`src/hdl/prs_pkg.sv`:
```
/*
 * Constants for the host-side reset and suspend control block.
 * Assumes a single 250 MHz core clock and active-low reset inputs.
 */
package prs_pkg;
   localparam int unsigned CLK_PERIOD_PS    = 4000;
   // reset-release qualification: one clock so release is seen on a rising edge
   localparam int unsigned RELEASE_TIME_PS  = 4000;
   localparam int unsigned RELEASE_CYCLES   =
      (RELEASE_TIME_PS + CLK_PERIOD_PS - 1) / CLK_PERIOD_PS;
   localparam int unsigned STATE_W          = 16;
   localparam logic [15:0] STATE_RESET_VAL  = 16'h0000;
   localparam logic        PME_ENABLE_RESET = 1'b0;

   typedef enum logic [1:0] {
      PRS_RESET   = 2'b00,
      PRS_RUN     = 2'b01,
      PRS_SUSPEND = 2'b10
   } prs_mode_t;
endpackage

```
`src/hdl/prs_reset_ctrl.sv`:
```
/*
 * Reset, suspend protection and output-enable control for the host bus side.
 * Assumes all inputs are synchronous to clk; rst_n is the chip power-on reset
 * of the flip-flops only, the two documented resets are sampled inputs.
 */
`timescale 1ns/1ps
`default_nettype none

// Behaviour
// - global reset tri-states every output and returns registers to defaults
// - global reset holds everything, PME context included, in default state
// - suspend ignores global reset, keeps registers, outputs stay tri-stated
// - suspend ignores bus reset, keeps registers, outputs stay tri-stated
// - all host bus signals sampled on rising clock edge
// - bus reset tri-states outputs and resets state_out to defaults; pme enable keeps its value
// - during bus reset PME may be driven only when enabled
// - after bus reset release the block is in default operating state
module prs_reset_ctrl
   import prs_pkg::*;
#(
   parameter int unsigned DATA_W = STATE_W
) (
   input  wire logic              clk,
   input  wire logic              rst_n,
   input  wire logic              global_power_on_reset_in_n,
   input  wire logic              host_bus_reset_in_n,
   input  wire logic              suspend_in,
   input  wire logic              wr_en,
   input  wire logic [DATA_W-1:0] wr_data,
   input  wire logic              pme_enable_wr,
   input  wire logic              pme_enable_in,
   input  wire logic              pme_event,
   output logic [DATA_W-1:0]      state_out,
   output logic                   pme_enable,
   output logic                   out_enable,
   output logic                   pme_out_n,
   output logic                   pme_oe,
   output logic                   ready
);

   prs_mode_t         mode;
   prs_mode_t         next_mode;
   logic [DATA_W-1:0] next_state_out;
   logic              next_pme_enable;
   logic              next_out_enable;
   logic              next_pme_out_n;
   logic              next_pme_oe;
   logic              next_ready;
   logic              global_power_on_reset_in;
   logic              host_bus_reset_in;

   assign global_power_on_reset_in = !global_power_on_reset_in_n;
   assign host_bus_reset_in = !host_bus_reset_in_n;

   // only normal operation lets out_enable and ready go live; the spare code stays quiet
   function automatic logic prs_outputs_live(input prs_mode_t m);
      logic live;
      live = 1'b0;
      unique case (m)
         PRS_RESET:   live = 1'b0;
         PRS_RUN:     live = 1'b1;
         PRS_SUSPEND: live = 1'b0;
         default:     live = 1'b0;
      endcase
      return live;
   endfunction

   // mode: suspend outranks global reset, which outranks bus reset
   always_comb begin
      next_mode = PRS_RUN;
      if (suspend_in) begin
         // suspend wins over both resets so context outlives them
         next_mode = PRS_SUSPEND;
      end else if (global_power_on_reset_in) begin
         next_mode = PRS_RESET;
      end else if (host_bus_reset_in) begin
         next_mode = PRS_RESET;
      end
   end

   always_ff @(posedge clk or negedge rst_n) begin
      if (!rst_n) begin
         mode <= PRS_RESET;
      end else begin
         mode <= next_mode;
      end
   end

   // register contents: writes only land in normal operation
   always_comb begin
      next_state_out = state_out;
      if (suspend_in) begin
         next_state_out = state_out;
      end else if (global_power_on_reset_in || host_bus_reset_in) begin
         next_state_out = DATA_W'(STATE_RESET_VAL);
      end else if (wr_en) begin
         next_state_out = wr_data;
      end
   end

   always_ff @(posedge clk or negedge rst_n) begin
      if (!rst_n) begin
         state_out <= DATA_W'(STATE_RESET_VAL);
      end else begin
         state_out <= next_state_out;
      end
   end

   // wake enable: only the global reset clears it
   always_comb begin
      next_pme_enable = pme_enable;
      if (suspend_in) begin
         next_pme_enable = pme_enable;
      end else if (global_power_on_reset_in) begin
         next_pme_enable = PME_ENABLE_RESET;
      end else if (host_bus_reset_in) begin
         // bus reset keeps pme enable: that is the wake context
         next_pme_enable = pme_enable;
      end else if (pme_enable_wr) begin
         next_pme_enable = pme_enable_in;
      end
   end

   always_ff @(posedge clk or negedge rst_n) begin
      if (!rst_n) begin
         pme_enable <= PME_ENABLE_RESET;
      end else begin
         pme_enable <= next_pme_enable;
      end
   end

   // wake pin: driven in normal and bus reset, never in suspend or global reset
   always_comb begin
      next_pme_oe = 1'b0;
      if (!suspend_in && !global_power_on_reset_in) begin
         next_pme_oe = pme_enable && pme_event;
      end
      next_pme_out_n = !next_pme_oe;
   end

   always_ff @(posedge clk or negedge rst_n) begin
      if (!rst_n) begin
         pme_out_n <= 1'b1;
         pme_oe    <= 1'b0;
      end else begin
         pme_out_n <= next_pme_out_n;
         pme_oe    <= next_pme_oe;
      end
   end

   always_comb begin
      next_out_enable = prs_outputs_live(next_mode);
      next_ready      = prs_outputs_live(next_mode);
   end

   always_ff @(posedge clk or negedge rst_n) begin
      if (!rst_n) begin
         out_enable <= 1'b0;
         ready      <= 1'b0;
      end else begin
         out_enable <= next_out_enable;
         ready      <= next_ready;
      end
   end

   // each check except mode_pins_a looks one edge past the inputs that it qualifies
   mode_pins_a : assert property (@(posedge clk) disable iff (!rst_n)
      (mode != PRS_RUN) |-> !out_enable && !ready)
      else $error("pins live outside normal operation");

   global_power_on_reset_in_clears_a : assert property (@(posedge clk) disable iff (!rst_n)
      (global_power_on_reset_in && !suspend_in) |=> (state_out == DATA_W'(STATE_RESET_VAL)) && !out_enable)
      else $error("global reset did not clear state");

   global_power_on_reset_in_pme_a : assert property (@(posedge clk) disable iff (!rst_n)
      (global_power_on_reset_in && !suspend_in) |=> !pme_enable && !pme_oe && pme_out_n)
      else $error("global reset kept pme context");

   susp_global_power_on_reset_in_a : assert property (@(posedge clk) disable iff (!rst_n)
      (suspend_in && global_power_on_reset_in) |=> $stable(state_out) && $stable(pme_enable) && !out_enable
         && !pme_oe)
      else $error("suspend did not shield global reset");

   susp_host_bus_reset_in_a : assert property (@(posedge clk) disable iff (!rst_n)
      (suspend_in && host_bus_reset_in) |=> $stable(state_out) && $stable(pme_enable) && !out_enable
         && !pme_oe)
      else $error("suspend did not shield bus reset");

   susp_quiet_a : assert property (@(posedge clk) disable iff (!rst_n)
      suspend_in |=> !out_enable && !ready && !pme_oe && pme_out_n)
      else $error("outputs live during suspend");

   host_bus_reset_in_clears_a : assert property (@(posedge clk) disable iff (!rst_n)
      (host_bus_reset_in && !global_power_on_reset_in && !suspend_in) |=> (state_out == DATA_W'(STATE_RESET_VAL))
         && !out_enable && $stable(pme_enable))
      else $error("bus reset did not clear state");

   host_bus_reset_in_pme_off_a : assert property (@(posedge clk) disable iff (!rst_n)
      (host_bus_reset_in && !global_power_on_reset_in && !suspend_in && !pme_enable) |=> !pme_oe && pme_out_n)
      else $error("pme driven while disabled in bus reset");

   host_bus_reset_in_pme_on_a : assert property (@(posedge clk) disable iff (!rst_n)
      (host_bus_reset_in && !global_power_on_reset_in && !suspend_in && pme_enable && pme_event) |=> pme_oe && !pme_out_n)
      else $error("enabled pme not driven in bus reset");

   pme_gate_a : assert property (@(posedge clk) disable iff (!rst_n)
      !pme_enable |=> !pme_oe && pme_out_n)
      else $error("pme driven without enable");

   release_ready_a : assert property (@(posedge clk) disable iff (!rst_n)
      ($past(host_bus_reset_in) && !host_bus_reset_in && !global_power_on_reset_in && !suspend_in) |=> ready && out_enable)
      else $error("not ready after bus reset release");

   run_ready_a : assert property (@(posedge clk) disable iff (!rst_n)
      (!host_bus_reset_in && !global_power_on_reset_in && !suspend_in) |=> ready && out_enable)
      else $error("not ready in normal operation");

   sample_wr_a : assert property (@(posedge clk) disable iff (!rst_n)
      (wr_en && !suspend_in && !global_power_on_reset_in && !host_bus_reset_in) |=> (state_out == $past(wr_data)))
      else $error("write not sampled on rising edge");

endmodule

`default_nettype wire

```
`config.mk`:
```
export PLATFORM = sky130hd
export DESIGN_NAME = prs_reset_ctrl
export DESIGN_NICKNAME = d
export VERILOG_FILES = /design/src/hdl/prs_pkg.sv /design/src/hdl/prs_reset_ctrl.sv
export SDC_FILE = /design/constraint.sdc
export NUM_CORES = 1
export LEC_CHECK = 0
export ABC_AREA = 0
export BUFFER_PORTS_ARGS = -buffer_cell sky130_fd_sc_hd__clkbuf_2
export CELL_PAD_IN_SITES_DETAIL_PLACEMENT = 0
export CELL_PAD_IN_SITES_GLOBAL_PLACEMENT = 1
export CORE_ASPECT_RATIO = 1.75
export CORE_MARGIN = 10
export CORE_UTILIZATION = 31
export DETAILED_ROUTE_END_ITERATION = 8
export PLACE_DENSITY_LB_ADDON = 0.1
export SKIP_CTS_REPAIR_TIMING = 1
export SYNTH_ARGS = -nofsm -noshare
export SYNTH_HDL_FRONTEND = slang
export SYNTH_SLANG_ARGS = --single-unit
```
`constraint.sdc`:
```
create_clock -name clk -period 1.1 [get_ports clk]
set_clock_uncertainty 0.15 [all_clocks]
set_input_delay 0.055 -clock clk [delete_from_list [all_inputs] [get_ports clk]]
set_output_delay 0.055 -clock clk [all_outputs]
set_load 0.05 [all_outputs]
```
==> metrics.csv <==
stage,metric,value,unit
logic_synthesis,Post-Syn Area per Cell,9.13,um2
floorplanning,ports placed on the boundary,46,
logic_synthesis,"Distinct cells, synth",16,
sta,share of the cycle needed by the critical path after routing,1.02,
final_layout,most common library cell in the layout ignoring fill and taps,sky130_fd_sc_hd__clkbuf_2,
sta,remaining max-slew budget at the tightest pin,0.660,
routing,number of DRC markers after the initial detailed-route iteration,18,
final_layout,relative area change from synthesis to final layout,65.6,%
power,power per cell area,1140,nW/um2
final_layout,# fillers,268,
min_path,number of cells traversed by the worst hold path,4,
critical_path,"Worst Path Class, Setup",register to output pin,
clocking,clock slew seen by the registers of the worst setup and hold paths,0.07,ns
sta,worst hold slack after final layout,-0.0122,ns
sta,transition time at the pin with the least slew margin,0.511,ns
grt,maximum number of pins on one net before global-route repair,21,
floorplanning,number of standard-cell rows in the floorplan,26,
placement,setup slack at placement,0.0165,ns
logic_synthesis,"Seq/Total Area, Yosys",0.539,
critical_path,largest fanout of any net on the critical path,1,
status,result of the run,finished with violations,
clocking,Worst-Skew Late Latency,0.25,ns
routing,vias per cell,4.76,
critical_path,sum of buffers and inverters on the critical path,1,
min_path,worst-case hold path end point,pme_enable$_DFFE_PN0P_,
floorplanning,initial cell density of the core,0.322,
power,worst voltage drop across the vdd grid,0.000620,V
routing,remaining number of nets flagged by the antenna check after routing,0,
final_layout,final-stage net count,199,
placement,post-detailed-placement half-perimeter wirelength,2160,um
routing,via count,957,
final_layout,fraction of final layout cells with drive strength greater than 1,0.416,
logic_synthesis,mapped cell area,931,um2
logic_synthesis,Synth top area share,0.511,
sta,final number of setup-violating endpoints,1,
placement,placer congestion estimate,0.667,
final_layout,register area,522,um2
sta,final period demand of the worst path,1.13,ns
power,sequential group share of total power,0.462,
power,switching power share of the total,0.300,
critical_path,nature of the critical path endpoint,output pin,
sta,worst path setup slack after routing,-0.0261,ns
critical_path,slack of the worst reg-to-reg path,0.07,ns
grt,wire length of the first global-routing pass,4510,um
clocking,clock tree from TritonCTS,built,
grt,overall fraction of global-route tracks in use,0.100,
grt,number of global-route vias before repair,1005,
final_layout,area of the multi-input gates,377,um2
floorplanning,floorplan core area,2900,um2
status,failing checks,"negative hold slack, negative setup slack",
clocking,clock root cell,sky130_fd_sc_hd__clkbuf_8,
clocking,CTS Buf Count,3,
routing,post-detailed-route DRC marker count,0,
power,clock network power share,0.277,
sta,RSZ-0062 raised after global routing,true,
power,Net Sw Power,0.000525,W
power,cell-internal power,0.00123,W
critical_path,Reg2Reg Launch Point,state_out[11]$_DFFE_PN0P_,
critical_path,r2r endpoint,state_out[11]$_DFFE_PN0P_,
final_layout,most used cells in the layout excluding fill and tap cells,"sky130_fd_sc_hd__clkbuf_2, sky130_fd_sc_hd__buf_4, sky130_fd_sc_hd__dlygate4sd3_1, sky130_fd_sc_hd__nand2_1",
placement,port bufs,45,
critical_path,"critical path, cell by cell",buf_8,
clocking,maximum buffer depth of the clock tree,2,
min_path,hold path startpoint,host_bus_reset_in_n,
power,total leakage power,0.742,nW
clocking,TritonCTS Sinks,20,
min_path,path class of the lowest-slack min-delay path,input port to register,
critical_path,stages on the worst setup path,1,
sta,achievable clock frequency,0.888,GHz
floorplanning,horizontal extent of the die,61.4,um
grt,remaining global-route overflow,0,
routing,first-pass iteration count of the detailed router,4,
sta,"Hold Violations, Final",1,
logic_synthesis,cell taking the most area after synthesis,sky130_fd_sc_hd__dfrtp_1,
critical_path,Top Family by Delay on Critical Path,flip-flops,
final_layout,# diodes,0,
sta,Max Transition Viols Final,0,
power,power share of the combinational group,0.262,
floorplanning,vertical die dimension,92.5,um
run,reported max-cap violation count,0,
critical_path,slowest library cell on the worst path,sky130_fd_sc_hd__dfstp_2,
routing,average routed wire per standard cell,14.5,um
critical_path,largest stage delay on the critical path,0.53,ns
logic_synthesis,main area contributors after synthesis,"sky130_fd_sc_hd__dfrtp_1, sky130_fd_sc_hd__a21oi_1, sky130_fd_sc_hd__nor2b_1, sky130_fd_sc_hd__nand2_1, sky130_fd_sc_hd__o21ai_1",
logic_synthesis,"FF+latch count, synth",20,
critical_path,worst endpoint required time,0.89,ns
logic_synthesis,warnings from Yosys,0,
logic_synthesis,Cells after Synth,102,
logic_synthesis,number of nets produced by synthesis,127,
final_layout,"Core Util, Final",0.532,
grt,initial antenna violation count,0,
clocking,H-Tree Level Count,1,
floorplanning,area enclosed by the die boundary,5680,um2
critical_path,R2R cell count,3,
critical_path,kind of start point of the critical path,register,
critical_path,data arrival time of the critical path,0.92,ns
routing,total wire length after detailed routing,2910,um
[synthesized netlist by cell type]
cell type and count:
sky130_fd_sc_hd__nand4_1 1, sky130_fd_sc_hd__nor2_1 1, sky130_fd_sc_hd__nor2b_1 12, sky130_fd_sc_hd__dfstp_2 1, sky130_fd_sc_hd__clkbuf_1 1, sky130_fd_sc_hd__o21ai_0 6
sky130_fd_sc_hd__buf_8 1, sky130_fd_sc_hd__dfrtp_1 19, sky130_fd_sc_hd__inv_1 1, sky130_fd_sc_hd__nand3_1 3, sky130_fd_sc_hd__a21oi_1 16, sky130_fd_sc_hd__buf_2 3
sky130_fd_sc_hd__and2b_1 6, sky130_fd_sc_hd__o21ai_1 10, sky130_fd_sc_hd__nand2_1 19, sky130_fd_sc_hd__buf_4 2
[power groups by stage]
| stage | combinational [W] | sequential [W] | clock (W) |
|---|---|---|---|
| floorplan | 0.000107 | 0.000951 | 0 |
| global placement | 0.000374 | 0.000817 | 0 |
| detailed placement | 0.000377 | 0.000820 | 0 |
| CTS | 0.000377 | 0.000806 | 0.000505 |
| global route | 0.000498 | 0.000815 | 0.000537 |
| finish | 0.000458 | 0.000808 | 0.000485 |
[layout make-up]
cell class	instances	area share
Multi-Input combinational cell	74	0.244
Timing Repair Buffer	74	0.363
Clock buffer	4	0.0292
Inverter	1	0.00244
Sequential cell	20	0.338
Tap cell	28	0.0227
[flip-flops by register name, indices dropped and copies added, names as in the netlist]
| name | cells |
|---|---|
| pme_enable | 1 |
| state_out | 16 |
| ready | 1 |
| pme_oe | 1 |
| pme_out_n | 1 |
[worst reg2reg max path, cell delays in order, from the launching register on]
cell                      delay (ns)
sky130_fd_sc_hd__dfrtp_2        0.42
sky130_fd_sc_hd__and2b_1        0.16
sky130_fd_sc_hd__a21oi_1        0.11
sky130_fd_sc_hd__o21ai_1        0.07
[metrics by stage]
stage / instance area, um2 / instances / total power, W / TNS, ns / hold slack [ns]
after floorplan: 951 / 102 / 0.00106 / -0.250 / -0.391
after global placement: 1210 / 175 / 0.00119 / 0 / -0.0977
after detailed placement: 1210 / 175 / 0.00120 / 0 / -0.0990
after CTS: 1260 / 179 / 0.00169 / -0.521 / -0.374
after global routing: 1540 / 201 / 0.00185 / -0.0679 / 0.0104
final: 1540 / 201 / 0.00175 / -0.0261 / -0.0122
[per-layer routing]
metal  wire length (um)  GRT usage
met1               1100      0.109
met2               1540      0.176
met3                245     0.0246
met4                 25     0.0393
met5                  0          0
[logic make-up after synthesis]
kind of cell / after synthesis / share of synthesized area
compound gates: 32 / 0.172
buf+inv: 8 / 0.0564
simple gates: 42 / 0.233
flops: 20 / 0.539
[worst max path at each step]
stage	startpoint	endpoint	slack (ns)
after detailed placement	wr_en	state_out[7]$_DFFE_PN0P_	0.02
final	pme_out_n$_DFF_PN1_	pme_out_n	-0.03
after CTS	pme_out_n$_DFF_PN1_	pme_out_n	-0.14
after floorplan	state_out[10]$_DFFE_PN0P_	state_out[10]$_DFFE_PN0P_	-0.03
after global routing	pme_out_n$_DFF_PN1_	pme_out_n	-0.06
after global placement	wr_en	state_out[0]$_DFFE_PN0P_	0.06
(Power assumes the default switching activity.)
